--- src/rtl/srm_pkg.sv ---
// Purpose: shared types, decode tables and timing constants for the redriver mux control
// Assumes: 25 MHz REF_CLK; analog path and comparators live outside this logic
// Notes:   times are kept in their own unit and converted to cycles here
package srm_pkg;

  typedef enum logic [1:0] {
    LVL_LOW   = 2'h0,
    LVL_FLOAT = 2'h1,
    LVL_HIGH  = 2'h2
  } srm_level_t;

  typedef enum logic [1:0] {
    DE_0DB   = 2'h0,
    DE_3P5DB = 2'h1,
    DE_6DB   = 2'h2
  } srm_deemph_t;

  typedef enum logic {
    SW_0V9 = 1'h0,
    SW_1V1 = 1'h1
  } srm_swing_t;

  typedef enum logic [1:0] {
    EQ_0DB = 2'h0,
    EQ_3DB = 2'h1,
    EQ_6DB = 2'h2,
    EQ_9DB = 2'h3
  } srm_eq_t;

  typedef struct packed {
    srm_deemph_t deemph;
    srm_swing_t  swing;
    srm_eq_t     equalize;
  } srm_chan_cfg_t;

  typedef enum logic [2:0] {
    ST_RAMP      = 3'h0,
    ST_DISC      = 3'h1,
    ST_DISC_WAKE = 3'h2,
    ST_U0        = 3'h3,
    ST_U2U3      = 3'h4,
    ST_U23_CHK   = 3'h5,
    ST_U23_WAKE  = 3'h6
  } srm_state_t;

  localparam int CLK_PERIOD_PS   = 40000;
  localparam int IDLE_ENTRY_NS   = 6;
  localparam int U1_EXIT_NS      = 6;
  localparam int U23_EXIT_NS     = 1000;
  localparam int DISC_EXIT_NS    = 2000;
  localparam int PWRUP_ACTIVE_MS = 30;
  localparam int RXDET_PERIOD_US = 100;
  localparam int U2_ENTRY_US     = 300;

  // least times round up, never below one cycle
  localparam int IDLE_ENTRY_RAW = (IDLE_ENTRY_NS * 1000 + CLK_PERIOD_PS - 1) / CLK_PERIOD_PS;
  localparam int IDLE_ENTRY_CYC = (IDLE_ENTRY_RAW < 1) ? 1 : IDLE_ENTRY_RAW;
  localparam int U1_EXIT_RAW    = (U1_EXIT_NS * 1000 + CLK_PERIOD_PS - 1) / CLK_PERIOD_PS;
  localparam int U1_EXIT_CYC    = (U1_EXIT_RAW < 1) ? 1 : U1_EXIT_RAW;
  localparam int U23_EXIT_CYC   = (U23_EXIT_NS * 1000 + CLK_PERIOD_PS - 1) / CLK_PERIOD_PS;
  localparam int DISC_EXIT_CYC  = (DISC_EXIT_NS * 1000 + CLK_PERIOD_PS - 1) / CLK_PERIOD_PS;
  localparam int PWRUP_ACTIVE_CYC = PWRUP_ACTIVE_MS * (1000000000 / CLK_PERIOD_PS);
  localparam logic [11:0] RXDET_PERIOD_CYC = 12'(RXDET_PERIOD_US * 1000000 / CLK_PERIOD_PS);
  localparam int U2_ENTRY_CYC_DFLT = U2_ENTRY_US * 1000000 / CLK_PERIOD_PS;

  localparam logic [15:0] DISC_WAKE_LOAD = 16'(DISC_EXIT_CYC - 2);
  localparam logic [15:0] U23_WAKE_LOAD  = 16'(U23_EXIT_CYC - 2);

  function automatic srm_chan_cfg_t srm_ch1_decode(input srm_level_t a, input srm_level_t b);
    srm_chan_cfg_t c;
    c = '{DE_3P5DB, SW_1V1, EQ_3DB};
    unique case ({a, b})
      {LVL_LOW, LVL_LOW}:     c = '{DE_3P5DB, SW_1V1, EQ_3DB};
      {LVL_LOW, LVL_FLOAT}:   c = '{DE_3P5DB, SW_0V9, EQ_3DB};
      {LVL_LOW, LVL_HIGH}:    c = '{DE_0DB,   SW_1V1, EQ_3DB};
      {LVL_FLOAT, LVL_LOW}:   c = '{DE_0DB,   SW_0V9, EQ_3DB};
      {LVL_FLOAT, LVL_FLOAT}: c = '{DE_3P5DB, SW_1V1, EQ_0DB};
      {LVL_FLOAT, LVL_HIGH}:  c = '{DE_3P5DB, SW_0V9, EQ_0DB};
      {LVL_HIGH, LVL_LOW}:    c = '{DE_0DB,   SW_1V1, EQ_0DB};
      {LVL_HIGH, LVL_FLOAT}:  c = '{DE_0DB,   SW_0V9, EQ_0DB};
      {LVL_HIGH, LVL_HIGH}:   c = '{DE_6DB,   SW_1V1, EQ_6DB};
      default:                c = '{DE_3P5DB, SW_1V1, EQ_0DB};
    endcase
    return c;
  endfunction

  function automatic srm_chan_cfg_t srm_ch2_decode(input srm_level_t a, input srm_level_t b);
    srm_chan_cfg_t c;
    c = '{DE_6DB, SW_1V1, EQ_0DB};
    unique case ({a, b})
      {LVL_LOW, LVL_LOW}:     c = '{DE_6DB,   SW_1V1, EQ_0DB};
      {LVL_LOW, LVL_FLOAT}:   c = '{DE_3P5DB, SW_1V1, EQ_0DB};
      {LVL_LOW, LVL_HIGH}:    c = '{DE_3P5DB, SW_0V9, EQ_0DB};
      {LVL_FLOAT, LVL_LOW}:   c = '{DE_6DB,   SW_0V9, EQ_0DB};
      {LVL_FLOAT, LVL_FLOAT}: c = '{DE_3P5DB, SW_1V1, EQ_6DB};
      {LVL_FLOAT, LVL_HIGH}:  c = '{DE_3P5DB, SW_0V9, EQ_6DB};
      {LVL_HIGH, LVL_LOW}:    c = '{DE_6DB,   SW_1V1, EQ_6DB};
      {LVL_HIGH, LVL_FLOAT}:  c = '{DE_6DB,   SW_0V9, EQ_6DB};
      {LVL_HIGH, LVL_HIGH}:   c = '{DE_6DB,   SW_1V1, EQ_9DB};
      default:                c = '{DE_3P5DB, SW_1V1, EQ_6DB};
    endcase
    return c;
  endfunction

endpackage

--- src/rtl/srm_tri_level.sv ---
// Purpose: resolve one tri-level strap from its two threshold comparators
// Assumes: above_hi means pin above the high threshold, below_lo below the low one
// Notes:   both comparators set at once is impossible on a sane pin and reads as float
`timescale 1ns/1ps
`default_nettype none
module srm_tri_level
  import srm_pkg::*;
(
  input  wire logic clk,
  input  wire logic rst,
  input  wire logic above_hi,
  input  wire logic below_lo,
  output var  srm_level_t level
);

  srm_level_t level_reg;
  srm_level_t level_next;

  always_comb begin
    level_next = LVL_FLOAT;
    if (above_hi && !below_lo) begin
      level_next = LVL_HIGH;
    end else if (below_lo && !above_hi) begin
      level_next = LVL_LOW;
    end
  end

  always_ff @(posedge clk) begin
    if (rst) begin
      level_reg <= LVL_FLOAT;
    end else begin
      level_reg <= level_next;
    end
  end

  assign level = level_reg;

endmodule
`default_nettype wire

--- src/rtl/srm_top.sv ---
// Purpose: control logic of a two-channel 5 Gbps redriver with 2:1 orientation mux
// Assumes: receiver detect, idle and LFPS sensing are done by analog blocks reporting here
// Notes:   all timing in REF_CLK cycles; outputs are registered
`timescale 1ns/1ps
`default_nettype none
module srm_top
  import srm_pkg::*;
#(
  parameter int U2_ENTRY_CYC = U2_ENTRY_CYC_DFLT
) (
  input  wire logic       REF_CLK,
  input  wire logic       RST,
  input  wire logic       SUPPLY_GOOD,
  input  wire logic       ORIENT_SEL,
  input  wire logic       CH1_CFG_IN_A_HI,
  input  wire logic       CH1_CFG_IN_A_LO,
  input  wire logic       CH1_CFG_IN_B_HI,
  input  wire logic       CH1_CFG_IN_B_LO,
  input  wire logic       CH2_CFG_IN_A_HI,
  input  wire logic       CH2_CFG_IN_A_LO,
  input  wire logic       CH2_CFG_IN_B_HI,
  input  wire logic       CH2_CFG_IN_B_LO,
  input  wire logic       TERM_VALID,
  input  wire logic       TERM_SEEN_1,
  input  wire logic       TERM_SEEN_2,
  input  wire logic       IN_IDLE,
  input  wire logic       IN_LFPS,
  output logic            RXDET_REQ,
  output logic            RX_TERM_EN,
  output logic            MUX_POS1_EN,
  output logic            MUX_POS2_EN,
  output logic            OUT_IDLE,
  output logic            LFPS_TX_EN,
  output logic            LINK_ACTIVE,
  output logic [2:0]      POWER_STATE,
  output logic [1:0]      PROC_SIDE_DEEMPH,
  output logic            PROC_SIDE_SWING,
  output logic [1:0]      PROC_SIDE_EQUALIZE,
  output logic [1:0]      CONN_SIDE_DEEMPH,
  output logic            CONN_SIDE_SWING,
  output logic [1:0]      CONN_SIDE_EQUALIZE
);

  localparam logic [15:0] U2_ENTRY_LAST = 16'(U2_ENTRY_CYC - 1);

  srm_level_t    lvl [4];
  srm_chan_cfg_t cfg1;
  srm_chan_cfg_t cfg2;
  srm_state_t    state_reg;
  srm_state_t    state_next;
  logic [15:0]   tmr_reg;
  logic [15:0]   tmr_next;
  logic [11:0]   rxdet_cnt_reg;
  logic [11:0]   rxdet_cnt_next;
  logic          rxdet_req_next;
  logic          lfps_wake;
  logic          both_ok;
  logic          term_en_next;
  logic          lfps_next;
  logic          out_idle_next;
  srm_chan_cfg_t cfg1_next;
  srm_chan_cfg_t cfg2_next;
  srm_chan_cfg_t cfg1_reg;
  srm_chan_cfg_t cfg2_reg;

  logic [3:0] str_hi;
  logic [3:0] str_lo;
  assign str_hi = {CH2_CFG_IN_B_HI, CH2_CFG_IN_A_HI, CH1_CFG_IN_B_HI, CH1_CFG_IN_A_HI};
  assign str_lo = {CH2_CFG_IN_B_LO, CH2_CFG_IN_A_LO, CH1_CFG_IN_B_LO, CH1_CFG_IN_A_LO};

  // order: ch1 a, ch1 b, ch2 a, ch2 b
  for (genvar i = 0; i < 4; i++) begin : g_strap
    srm_tri_level u_tri (
      .clk      (REF_CLK),
      .rst      (RST),
      .above_hi (str_hi[i]),
      .below_lo (str_lo[i]),
      .level    (lvl[i])
    );
  end

  assign cfg1 = srm_ch1_decode(lvl[0], lvl[1]);
  assign cfg2 = srm_ch2_decode(lvl[2], lvl[3]);

  // power state group
  always_comb begin
    state_next     = state_reg;
    tmr_next       = tmr_reg;
    rxdet_cnt_next = rxdet_cnt_reg;
    rxdet_req_next = 1'b0;
    lfps_wake      = 1'b0;
    both_ok        = TERM_VALID && TERM_SEEN_1 && TERM_SEEN_2;
    if (!SUPPLY_GOOD) begin
      state_next     = ST_RAMP;
      tmr_next       = 16'h0000;
      rxdet_cnt_next = 12'h000;
    end else begin
      unique case (state_reg)
        ST_RAMP: begin
          // first detect goes out at once so active is reached well inside the power-up bound
          state_next     = ST_DISC;
          rxdet_cnt_next = 12'h000;
        end
        ST_DISC: begin
          if (rxdet_cnt_reg == 12'h000) begin
            rxdet_req_next = 1'b1;
            rxdet_cnt_next = RXDET_PERIOD_CYC - 12'h001;
          end else begin
            rxdet_cnt_next = rxdet_cnt_reg - 12'h001;
          end
          if (both_ok) begin
            state_next = ST_DISC_WAKE;
            tmr_next   = DISC_WAKE_LOAD;
          end
        end
        ST_DISC_WAKE, ST_U23_WAKE: begin
          if (tmr_reg == 16'h0000) begin
            state_next = ST_U0;
            lfps_wake  = 1'b1;
          end else begin
            tmr_next = tmr_reg - 16'h0001;
          end
        end
        ST_U0: begin
          // traffic or LFPS keeps the link up; only sustained idle drops it
          if (!IN_IDLE || IN_LFPS) begin
            tmr_next = 16'h0000;
          end else if (tmr_reg == U2_ENTRY_LAST) begin
            state_next     = ST_U2U3;
            tmr_next       = 16'h0000;
            rxdet_cnt_next = RXDET_PERIOD_CYC - 12'h001;
          end else begin
            tmr_next = tmr_reg + 16'h0001;
          end
        end
        ST_U2U3: begin
          if (!IN_IDLE) begin
            state_next     = ST_U23_CHK;
            rxdet_req_next = 1'b1;
          end else if (TERM_VALID && !both_ok) begin
            state_next     = ST_DISC;
            rxdet_cnt_next = 12'h000;
          end else if (rxdet_cnt_reg == 12'h000) begin
            rxdet_req_next = 1'b1;
            rxdet_cnt_next = RXDET_PERIOD_CYC - 12'h001;
          end else begin
            rxdet_cnt_next = rxdet_cnt_reg - 12'h001;
          end
        end
        ST_U23_CHK: begin
          if (both_ok) begin
            state_next = ST_U23_WAKE;
            tmr_next   = U23_WAKE_LOAD;
          end else if (TERM_VALID) begin
            state_next     = ST_DISC;
            rxdet_cnt_next = 12'h000;
          end
        end
        default: begin
          state_next = ST_RAMP;
        end
      endcase
    end
  end

  always_ff @(posedge REF_CLK) begin
    if (RST) begin
      state_reg     <= ST_RAMP;
      tmr_reg       <= 16'h0000;
      rxdet_cnt_reg <= 12'h000;
    end else begin
      state_reg     <= state_next;
      tmr_reg       <= tmr_next;
      rxdet_cnt_reg <= rxdet_cnt_next;
    end
  end

  // output group
  always_comb begin
    term_en_next = (state_next != ST_RAMP) && (state_next != ST_DISC);
    if (state_reg == ST_U0 && state_next == ST_U0) begin
      lfps_next     = IN_LFPS;
      out_idle_next = IN_IDLE && !IN_LFPS;
    end else begin
      lfps_next     = lfps_wake;
      out_idle_next = !lfps_wake;
    end
    cfg1_next = cfg1;
    cfg2_next = cfg2;
    if (lfps_next) begin
      cfg1_next.deemph = DE_0DB;
      cfg2_next.deemph = DE_0DB;
    end
  end

  always_ff @(posedge REF_CLK) begin
    if (RST) begin
      RXDET_REQ   <= 1'b0;
      RX_TERM_EN  <= 1'b0;
      MUX_POS1_EN <= 1'b0;
      MUX_POS2_EN <= 1'b0;
      OUT_IDLE    <= 1'b1;
      LFPS_TX_EN  <= 1'b0;
      LINK_ACTIVE <= 1'b0;
      POWER_STATE <= ST_RAMP;
      cfg1_reg    <= '{DE_0DB, SW_0V9, EQ_0DB};
      cfg2_reg    <= '{DE_0DB, SW_0V9, EQ_0DB};
    end else begin
      RXDET_REQ   <= rxdet_req_next;
      RX_TERM_EN  <= term_en_next;
      MUX_POS1_EN <= ORIENT_SEL;
      MUX_POS2_EN <= !ORIENT_SEL;
      OUT_IDLE    <= out_idle_next;
      LFPS_TX_EN  <= lfps_next;
      LINK_ACTIVE <= (state_next == ST_U0);
      POWER_STATE <= state_next;
      cfg1_reg    <= cfg1_next;
      cfg2_reg    <= cfg2_next;
    end
  end

  assign PROC_SIDE_DEEMPH   = cfg1_reg.deemph;
  assign PROC_SIDE_SWING    = cfg1_reg.swing;
  assign PROC_SIDE_EQUALIZE = cfg1_reg.equalize;
  assign CONN_SIDE_DEEMPH   = cfg2_reg.deemph;
  assign CONN_SIDE_SWING    = cfg2_reg.swing;
  assign CONN_SIDE_EQUALIZE = cfg2_reg.equalize;

  a_mux_pos_one: assert property (@(posedge REF_CLK) disable iff (RST)
    ORIENT_SEL |=> (MUX_POS1_EN && !MUX_POS2_EN)) else $error("position 1 not routed");
  a_mux_pos_two: assert property (@(posedge REF_CLK) disable iff (RST)
    !ORIENT_SEL |=> (!MUX_POS1_EN && MUX_POS2_EN)) else $error("position 2 not routed");
  a_term_off_disc: assert property (@(posedge REF_CLK) disable iff (RST)
    (state_reg == ST_DISC || state_reg == ST_RAMP) |-> !RX_TERM_EN) else $error("termination on while undetected");
  a_ramp_hold_off: assert property (@(posedge REF_CLK) disable iff (RST)
    !SUPPLY_GOOD |=> (state_reg == ST_RAMP && !RX_TERM_EN)) else $error("not held during ramp");
  a_disc_needs_both: assert property (@(posedge REF_CLK) disable iff (RST)
    (state_reg == ST_DISC && SUPPLY_GOOD && !both_ok) |=> (state_reg == ST_DISC)) else $error("left disconnect early");
  a_disc_wake_time: assert property (@(posedge REF_CLK) disable iff (RST || !SUPPLY_GOOD)
    (state_reg == ST_DISC && both_ok) |-> ##50 (LFPS_TX_EN && state_reg == ST_U0))
    else $error("disconnect exit timing");
  a_u23_wake_time: assert property (@(posedge REF_CLK) disable iff (RST || !SUPPLY_GOOD)
    (state_reg == ST_U23_CHK && both_ok) |-> ##25 (LFPS_TX_EN && state_reg == ST_U0)) else $error("u2u3 exit timing");
  a_u0_keeps_traffic: assert property (@(posedge REF_CLK) disable iff (RST)
    (state_reg == ST_U0 && !IN_IDLE && SUPPLY_GOOD) |=> (state_reg == ST_U0)) else $error("left U0 with traffic");
  a_idle_entry_delay: assert property (@(posedge REF_CLK) disable iff (RST)
    (state_reg == ST_U0 && IN_IDLE && !IN_LFPS && SUPPLY_GOOD && tmr_reg != U2_ENTRY_LAST) |=> OUT_IDLE)
    else $error("idle entry late");
  a_lfps_u1_exit: assert property (@(posedge REF_CLK) disable iff (RST)
    (state_reg == ST_U0 && IN_LFPS && SUPPLY_GOOD) |=> (LFPS_TX_EN && !OUT_IDLE)) else $error("lfps not forwarded");
  a_lfps_deemph_off: assert property (@(posedge REF_CLK) disable iff (RST)
    LFPS_TX_EN |-> (PROC_SIDE_DEEMPH == DE_0DB && CONN_SIDE_DEEMPH == DE_0DB)) else $error("deemphasis during lfps");
  a_rxdet_poll: assert property (@(posedge REF_CLK) disable iff (RST)
    (SUPPLY_GOOD && IN_IDLE && !TERM_VALID && state_reg == ST_U2U3 && rxdet_cnt_reg == 12'h000) |=> RXDET_REQ)
    else $error("missed periodic detect");
  a_ch2_max_eq: assert property (@(posedge REF_CLK) disable iff (RST)
    (lvl[2] == LVL_HIGH && lvl[3] == LVL_HIGH && !lfps_next) |=>
    (CONN_SIDE_EQUALIZE == EQ_9DB && CONN_SIDE_DEEMPH == DE_6DB))
    else $error("ch2 decode wrong");
  a_ch1_fh_decode: assert property (@(posedge REF_CLK) disable iff (RST)
    (lvl[0] == LVL_FLOAT && lvl[1] == LVL_HIGH && !lfps_next) |=>
    (PROC_SIDE_DEEMPH == DE_3P5DB && PROC_SIDE_SWING == SW_0V9 && PROC_SIDE_EQUALIZE == EQ_0DB))
    else $error("ch1 decode wrong");

endmodule
`default_nettype wire

--- config.mk ---
export PLATFORM = sky130hd
export DESIGN_NAME = srm_top
export DESIGN_NICKNAME = d
export VERILOG_FILES = /design/src/rtl/srm_pkg.sv /design/src/rtl/srm_tri_level.sv /design/src/rtl/srm_top.sv
export SDC_FILE = /design/constraint.sdc
export NUM_CORES = 1
export LEC_CHECK = 0
export ABC_AREA = 1
export BUFFER_PORTS_ARGS = -buffer_cell sky130_fd_sc_hd__buf_2
export CAP_MARGIN = 5
export CORE_UTILIZATION = 59
export CTS_CLUSTER_DIAMETER = 40
export DETAILED_ROUTE_END_ITERATION = 12
export PLACE_DENSITY = 0.91
export REMOVE_ABC_BUFFERS = 1
export SYNTH_ARGS = -nofsm -noshare
export SYNTH_HDL_FRONTEND = slang
export SYNTH_SLANG_ARGS = --single-unit
--- constraint.sdc ---
create_clock -name REF_CLK -period 2.3 [get_ports REF_CLK]
set_input_delay 0.115 -clock REF_CLK [delete_from_list [all_inputs] [get_ports REF_CLK]]
set_output_delay 0.115 -clock REF_CLK [all_outputs]
set_load 0.02 [all_outputs]
==> out/qor.txt, run 1 <==
XOR/XNOR Fraction of Synth Area = 0.0179
Main combinational cell family by area after synthesis = simple AND/OR/NAND/NOR gates
# setup viols final = 0
Most common cell on crit path = nand2_2
Max FFs per register = 16
Max-slew violations = 0
Fin Clk Skew = 0.00820 ns
Port Buf Inserts = 36
RSZ-0062 raised after global routing = false
Final GP Congestion = 0.962
Clock transition time at the flip-flop clock pins of the worst setup and hold paths = 0.07 ns
Antenna cells = 0
HP Class = in2reg
Vias = 3526
Crit path max fanout = 11
Final TNS setup = 0 ns
DR iter-0 viols = 355
Fillcell total = 455
CP Cell Sequence = nand3_1 > inv_1 > nand2_2 > nand2_2 > inv_2 > nand2_1 > nand3_2 > nor3b_1
Clock Tree Buf Depth = 2
GRT Overall Usage = 0.296
Final antenna-violating net count = 0
Vias in the first global route = 3205
Synth Area in Adders = 0.0292
Register Area = 1140 um2
Yosys Warn Count = 0
Compound-Gate Fraction of Synth Area = 0.125
Minimum clock period = 2.04 ns
CP endpoint kind = register
Drt total wl = 8.42 mm
Relative slew slack = 0.667
Layout cells sized above 1 = 0.167
Inserted Clock Buffers = 9
Die H = 78.2 um
Seq/Total Area, Yosys = 0.333
H-tree depth = 3
DPL Wire Length = 6.24 mm
Flop2flop setup slack = 0.26 ns
Clk sinks = 57
Critical Path AT = 2.31 ns
Router iterations before antenna repair = 5
Multi-input gate area = 1870 um2
Non-filler instance count after layout = 647
Static Leak = 1.87 nW
Final #Nets = 595
I/O pin total = 37
Clk_lat worst skew = 0.35 ns
Kind of critical path = reg2reg
Die X = 78.2 um
Worst VDD drop = 0.000594 V
DRC Markers = 0
CP peak stage delay = 0.52 ns
Fin crit share = 0.888
Final Hold Vio Count = 0
Avg WL per Cell = 13.0 um
Startpoint Class = register
Slowest CP cell = dfxtp_1
Clock tree root driver cell = clkbuf_8
Post-Syn Area = 3420 um2
Die ar. = 6110 um2
# rows = 27
CORE AREA = 5540 um2
CP Data Required Time = 2.57 ns
Cell variety after synth = 32
Simple-Gate Fraction of Synth Area = 0.373
Pwr/cell area = 585 nW/um2
Largest net degree at the start of global routing = 24
Final Cell Area = 3820 um2
Initial antenna violation count = 0
Gate count of the mapped netlist = 534
Grt ovf = 0
Post-Route Utilization = 0.690
Commonest non-fill, non-tap cell in the layout = nand2_1
Pwr Total = 2.24 mW
Layout area overhead = 11.7%
TritonCTS clock tree = built
Worst slew pin tran = 0.498 ns
Synthesized flop and latch total = 57
Mapped Avg Cell Area = 6.41 um2
Dpl cells = 630
First-pass GRT wire length = 14.1 mm
Routed vias/inst = 5.45
Post-synthesis mux area share = 0
Max Cap Viol = 0
Most frequent cells in the layout = 127 x nand2_1, 72 x nor2_1, 71 x inv_1
Initial Util = 0.618
Placement Cell Area = 3620 um2
Achievable Freq = 489 MHz
Status = finished clean
report_power, final:
part	internal, mW	total (mW)	switching [mW]
clock network	0.525	0.935	0.410
registers	1.02	1.04	0.0146
logic	0.0923	0.263	0.171
metal layers:
| layer | track usage | wire [um] | vias up |
|---|---|---|---|
| met3 | 0.0570 | 662 | 18 |
| met5 | 0 | 0 | - |
| met4 | 0.159 | 152 | 0 |
| met1 | 0.373 | 3690 | 1599 |
| li1 | - | - | 1767 |
| met2 | 0.476 | 3910 | 142 |
synth_stat cells, drive strengths merged:
cell type | count | area share
o211ai | 5 | 0.011
ha | 8 | 0.029
nor4 | 2 | 0.0037
nand3 | 43 | 0.072
o221ai | 3 | 0.0077
clkbuf | 4 | 0.0044
nand2 | 134 | 0.15
clkinv | 1 | 0.0015
or2 | 2 | 0.0037
buf | 12 | 0.027
a31oi | 1 | 0.0018
o22ai | 2 | 0.0037
xor2 | 7 | 0.018
nor2 | 84 | 0.11
o21ai | 31 | 0.045
nand4 | 7 | 0.013
dfxtp | 57 | 0.33
a21oi | 38 | 0.056
inv | 81 | 0.089
nor3b | 3 | 0.0095
nor3 | 9 | 0.015
final cells by class:
cell class,instances,area share
Timing Repair Buffer,41,0.0576
Clock inverter,5,0.0144
Multi-Input combinational cell,379,0.488
Inverter,82,0.0808
Clock buffer,11,0.0370
Tap cell,72,0.0236
Sequential cell,57,0.298
path summary, 6_finish.rpt:
path	cells past startpoint	start	end
min reg2reg	2	cfg1[2]	PROC_SIDE_SWING
min	3	IN_LFPS	LFPS_TX_EN
max	8	POWER_STATE[0]	rxdet_cnt_reg[4]
max reg2reg	8	POWER_STATE[0]	rxdet_cnt_reg[4]
metrics by stage:
step / hold WS (ns) / worst slack (ns)
floorplan: 0.182 / 0.556
global placement: 0.282 / 0.423
detailed placement: 0.292 / 0.317
CTS: 0.0797 / 0.302
global route: 0.120 / 0.0452
finish: 0.0843 / 0.257
kinds of logic (layout without fill, tap and decap cells):
logic type	after synthesis	count (layout)
buffers and inverters	98	139
XOR/XNOR	7	7
AND/OR/NAND/NOR	284	284
adder cells (fa/ha/maj)	8	8
flip-flops	57	57
AO/OA/AOI/OAI	80	80
critical path: cells and delay by family, from the launching register on:
kind                   cells  cell delay, ns
buffers and inverters      2            0.41
AND/OR/NAND/NOR            6            1.03
flip-flops                 1            0.52
what timing repair did:
item,4_1_cts,5_1_grt
hold endpoints to repair,2,0
hold buffers,1,0
gates resized for setup,0,0
setup buffers,0,0
(Power assumes the default switching activity.)
==> inputs of run 2 (changes only) <==
--- a/config.mk
+++ b/config.mk
@@ -15,4 +15,5 @@
 export REMOVE_ABC_BUFFERS = 1
 export SYNTH_ARGS = -nofsm -noshare
 export SYNTH_HDL_FRONTEND = slang
+export SYNTH_HIERARCHICAL = 1
 export SYNTH_SLANG_ARGS = --single-unit
==> run 2 against run 1 <==
Against the previous run: critical path depth fell by 1; utilization down 1.6 points; register-to-register slack improved by 0.09 ns; synthesized cell count shrank 1.1%; worst hold slack worse by 0.015 ns; combinational power fell by 8.4%; clock skew grew 0.0023 ns.
==> out/qor.txt, run 2 <==
Die H = 77.9 um
Final Hold Vio Count = 0
Final #Nets = 590
Clk_lat worst skew = 0.32 ns
Final GP Congestion = 0.960
TritonCTS clock tree = built
Inserted Clock Buffers = 5
Cell variety after synth = 37
Share of the synthesized area in the top cell type = 0.330
Pwr/cell area = 491 nW/um2
Initial Util = 0.613
Clock transition time at the flip-flop clock pins of the worst setup and hold paths = 0.11 ns
Initial antenna violation count = 0
Clock Tree Buf Depth = 2
GRT Overall Usage = 0.285
Worst slew pin tran = 0.434 ns
Status = finished clean
Grt ovf = 0
Drt total wl = 8.13 mm
Max FFs per register = 16
Largest net degree at the start of global routing = 22
Kind of critical path = reg2reg
Mapped Avg Cell Area = 6.43 um2
Clk sinks = 56
Vias = 3490
Max Cap Viol = 0
Leading post-synthesis cells by cell area = dfxtp_1 33%, nand2_1 13%, inv_1 8.7%
CP endpoint kind = register
Ys async rst share = 0
Fin Clk Skew = 0.0105 ns
Power Internal = 1.31 mW
Synthesized flop and latch total = 56
Fin crit share = 0.848
DR WL met2 = 3.80 mm
Count leader, synth = nand2_1
Met3 WL = 577 um
DPL Wire Length = 6.07 mm
Router iterations before antenna repair = 5
Avg WL per Cell = 12.7 um
Vias in the first global route = 3128
Max layer used = met4
Synth top cells by count = 121 x nand2_1, 79 x inv_1, 66 x nor2_1
Clock tree root driver cell = clkbuf_8
Die X = 77.9 um
DR iter-0 viols = 284
Setup Fix Bufs, Post-CTS = 0
Layout area overhead = 9.94%
# setup viols final = 0
Prevailing post-synth register cell = dfxtp_1
Worst VDD drop = 0.000395 V
Post-Route Utilization = 0.674
Crit path max fanout = 15
Post-Syn Area = 3400 um2
Yosys Warn Count = 6
RSZ-0062 raised after global routing = false
EDFF count, synth = 0
Antenna cells = 0
I/O pin total = 37
Largest area contributor in the netlist = dfxtp_1
Seq/Total Area, Yosys = 0.330
Seq pwr share = 0.557
Final antenna-violating net count = 0
Switching Fraction = 0.285
NetSw = 523 uW
Max-slew violations = 0
Static Leak = 1.80 nW
Port Buf Inserts = 36
Commonest non-fill, non-tap cell in the layout = nand2_1
Achievable Freq = 513 MHz
H-tree depth = 2
Final TNS setup = 0 ns
Routed vias/inst = 5.47
CP Data Required Time = 2.51 ns
DRT met1 WL = 3.60 mm
Layout cells sized above 1 = 0.138
Die ar. = 6070 um2
Most frequent cells in the layout = 121 x nand2_1, 79 x inv_1, 66 x nor2_1
Share of total power in combinational logic = 0.131
CORE AREA = 5540 um2
DRC Markers = 0
HP Class = in2reg
Relative slew slack = 0.708
# rows = 27
Startpoint Class = register
Clock power frac = 0.312
Critical Path AT = 2.16 ns
First-pass GRT wire length = 13.9 mm
Minimum clock period = 1.95 ns
Gate count of the mapped netlist = 528
-- run 2: cell count changes after synthesis, sizes merged, moves of 3 or more --
cell    previous run  this run
nor2              84        75
nor3               9        19
nand3             43        35
inv               81        85
o31ai              0         3
xor2               7        10
nand2            134       128
nor3b              3         0
a31oi              1         7
o211ai             5         1
-- run 2: layer usage --
metal	vias up	global-route usage
li1	1768	-
met1	1558	0.370
met2	147	0.466
met3	17	0.0541
met4	0	0.108
met5	-	0
-- run 2: power groups by stage --
stage | clock network [mW] | registers [mW] | logic, mW
final | 0.573 | 1.02 | 0.241
after global placement | 0 | 1.04 | 0.231
after global routing | 0.609 | 1.03 | 0.279
after CTS | 0.573 | 1.02 | 0.240
after floorplan | 0 | 1.06 | 0.152
after detailed placement | 0 | 1.04 | 0.237
-- run 2: timing repair --
action	in CTS	in global routing
endpoints found under the hold margin	2	0
hold buffers	1	0
resized for setup	0	0
-- run 2: logic make-up (layout without fill, tap and decap cells) --
kind of cell             after synthesis  in the layout  synth area share
AND/OR/NAND/NOR                      270            270             0.352
flip-flops                            56             56             0.330
XOR/XNOR                              10             10            0.0258
adder cells (fa/ha/maj)                8              8            0.0295
buffers and inverters                 99            137             0.120
AO/OA/AOI/OAI                         85             85             0.143
-- run 2: final cells by class --
class	instances	area, um2
clock buffers	5	68.8
clock inverters	3	26.3
fillers	511	1810
inverters	86	325
multi-input cells	373	1870
flip-flops and latches	56	1120
well taps	72	90.1
repair buffers	43	235
-- run 2: worst paths after layout --
path	start	to	slack, ns	cells past startpoint
setup / recovery	POWER_STATE[1]	tmr_reg[5]	0.35	7
hold / removal	SUPPLY_GOOD	POWER_STATE[2]	0.07	3
setup reg to reg	POWER_STATE[1]	tmr_reg[5]	0.35	7
hold reg to reg	g_strap[0].u_tri/level[1]	PROC_SIDE_EQUALIZE[0]	0.46	1
-- run 2: worst max-delay path: stages, from the launching register on --
cell     delay, ns
dfxtp_1       0.51
inv_1         0.12
nor2_1        0.27
nand3_1       0.16
nand2_2       0.32
inv_2         0.20
o21ai_0       0.19
a31oi_1       0.06
-- run 2: stage by stage --
stage | power (mW) | cell area [um2] | std cells | hold slack, ns | setup slack (ns)
finish | 1.84 | 3730 | 638 | 0.0690 | 0.349
global route | 1.91 | 3730 | 638 | 0.0910 | 0.122
CTS | 1.83 | 3730 | 638 | 0.0685 | 0.398
detailed placement | 1.28 | 3630 | 629 | 0.283 | 0.411
global placement | 1.27 | 3630 | 629 | 0.280 | 0.421
floorplan | 1.21 | 3310 | 515 | 0.182 | 0.283
==> inputs of run 3 (changes only) <==
==> constraint.sdc (replaced) <==
create_clock -name REF_CLK -period 2 [get_ports REF_CLK]
set_input_delay 0.1 -clock REF_CLK [delete_from_list [all_inputs] [get_ports REF_CLK]]
set_output_delay 0.1 -clock REF_CLK [all_outputs]
set_load 0.02 [all_outputs]
==> run 3 against run 2 <==
Against the previous run: cell area increased by 1.9%; worst setup slack worse by 0.18 ns; wire length rose by 2.2%; critical path depth increased by 4; total power increased by 22%; critical endpoint is now rxdet_cnt_reg[2]; largest power group unchanged; highest routed layer unchanged.
==> out/qor.txt, run 3 (synthesized netlist as in run 2, its figures left out) <==
Status = finished clean
Grt ovf = 0
Slowest CP cell = dfxtp_1
Max FFs per register = 16
Clk sinks = 56
Initial antenna violation count = 0
Max Cap Viol = 0
Clock transition time at the flip-flop clock pins of the worst setup and hold paths = 0.11 ns
Initial Util = 0.613
DRC Markers = 0
TritonCTS clock tree = built
Relative slew slack = 0.747
Max-slew violations = 0
Worst slew pin tran = 0.379 ns
HP Class = in2reg
CP peak stage delay = 0.54 ns
Vias = 3515
Layout cells sized above 1 = 0.151
Startpoint Class = register
Pre-CTS WS = 0.0925 ns
Setup Fix Bufs, Post-CTS = 0
DR iter-0 viols = 331
Crit path max fanout = 13
DPL Wire Length = 6.05 mm
Drt total wl = 8.31 mm
Inserted Clock Buffers = 5
Final antenna-violating net count = 0
Final Hold Vio Count = 0
Fillcell total = 468
CORE AREA = 5540 um2
Largest net degree at the start of global routing = 22
Routed vias/inst = 5.48
RSZ-0062 raised after global routing = false
Clock Tree Buf Depth = 2
Clk_lat worst skew = 0.32 ns
H-tree depth = 2
I/O pin total = 37
CP Cell Sequence = nand2_1 > inv_1 > nand2_1 > nor2_4 > nand2_2 > o21ai_4 > nand2_4 > inv_4 > nand2_1 > xor2_1 > nor2_1
Final worst setup slack = 0.170 ns
Port Buf Inserts = 36
Minimum clock period = 1.83 ns
GRT Overall Usage = 0.278
Critical Path AT = 2.05 ns
Router iterations before antenna repair = 6
Vias in the first global route = 3131
Fin Clk Skew = 0.0103 ns
Avg WL per Cell = 12.9 um
Pwr/cell area = 589 nW/um2
Worst VDD drop = 0.000446 V
# setup viols final = 0
First-pass GRT wire length = 13.5 mm
Die ar. = 6070 um2
Static Leak = 1.83 nW
Die H = 77.9 um
Antenna cells = 0
Final GP Congestion = 1.00
CP Data Required Time = 2.22 ns
# rows = 27
Layout area overhead = 12.0%
Achievable Freq = 547 MHz
Kind of critical path = reg2reg
Most frequent cells in the layout = 121 x nand2_1, 79 x inv_1, 66 x nor2_1
Post-Route Utilization = 0.687
Fin crit share = 0.915
Most common cell on crit path = nand2_1
Commonest non-fill, non-tap cell in the layout = nand2_1
Die X = 77.9 um
Final #Nets = 594
CP endpoint kind = register
Clock tree root driver cell = clkbuf_8
[run 3: changes by cell type in the layout (fill, tap and decap cells not counted), moves of 2 or more]
cell,delta
buf_4,+4
dfxtp_2,+2
dfxtp_1,-2
clkinvlp_4,-2
[run 3: final timing paths]
path	start	slack (ns)	end	cells after the start
setup / recovery	tmr_reg[8]	0.17	rxdet_cnt_reg[2]	11
hold / removal	SUPPLY_GOOD	0.06	POWER_STATE[2]	3
setup reg to reg	tmr_reg[8]	0.17	rxdet_cnt_reg[2]	11
hold reg to reg	g_strap[0].u_tri/level[1]	0.49	PROC_SIDE_EQUALIZE[0]	1
[run 3: stage by stage]
step / cells / TNS, ns / hold WS [ns] / cell area, um2 / power [mW]
5_1_grt: 642 / 0 / 0.0880 / 3800 / 2.33
4_1_cts: 642 / 0 / 0.0647 / 3780 / 2.24
3_5_place_dp: 633 / 0 / 0.270 / 3660 / 1.48
2_1_floorplan: 515 / -0.0618 / 0.167 / 3310 / 1.39
6_report: 642 / 0 / 0.0627 / 3800 / 2.24
3_3_place_gp: 633 / 0 / 0.265 / 3660 / 1.47
[run 3: critical path, delay by kind of cell (launching register included)]
kind                   cells  cell delay (ns)
AO/OA/AOI/OAI              1             0.16
buffers and inverters      2             0.22
XOR/XNOR                   1             0.15
flip-flops                 1             0.54
AND/OR/NAND/NOR            7             0.67
[run 3: final cells by class]
| cell class | count | area, um2 | share of cell area |
|---|---|---|---|
| Timing Repair Buffer | 47 | 265 | 0.0697 |
| Multi-Input combinational cell | 373 | 1890 | 0.496 |
| Clock buffer | 5 | 68.8 | 0.0181 |
| Tap cell | 72 | 90.1 | 0.0237 |
| Clock inverter | 3 | 46.3 | 0.0122 |
| Inverter | 86 | 325 | 0.0855 |
| Sequential cell | 56 | 1120 | 0.295 |
[run 3: routing by layer]
layer	vias to the layer above	global-route usage	part of all wire
li1	1771	-	-
met1	1568	0.344	0.42
met2	155	0.463	0.47
met3	21	0.0612	0.089
met4	0	0.115	0.023
met5	-	0	0
[run 3: what timing repair did]
| item | 4_1_cts | 5_1_grt |
|---|---|---|
| endpoints found under the hold margin | 1 | 0 |
| gates resized for setup | 0 | 5 |
| endpoints found under the setup margin | 0 | 11 |
| hold buffers | 1 | 0 |
[run 3: power breakdown]
part | total (mW) | switching (mW) | internal, mW | leakage (nW)
Clock | 0.778 | 0.397 | 0.380 | 0.0600
Sequential | 1.17 | 0.0244 | 1.15 | 0.458
Combinational | 0.287 | 0.178 | 0.109 | 1.31
Total | 2.24 | 0.600 | 1.64 | 1.83
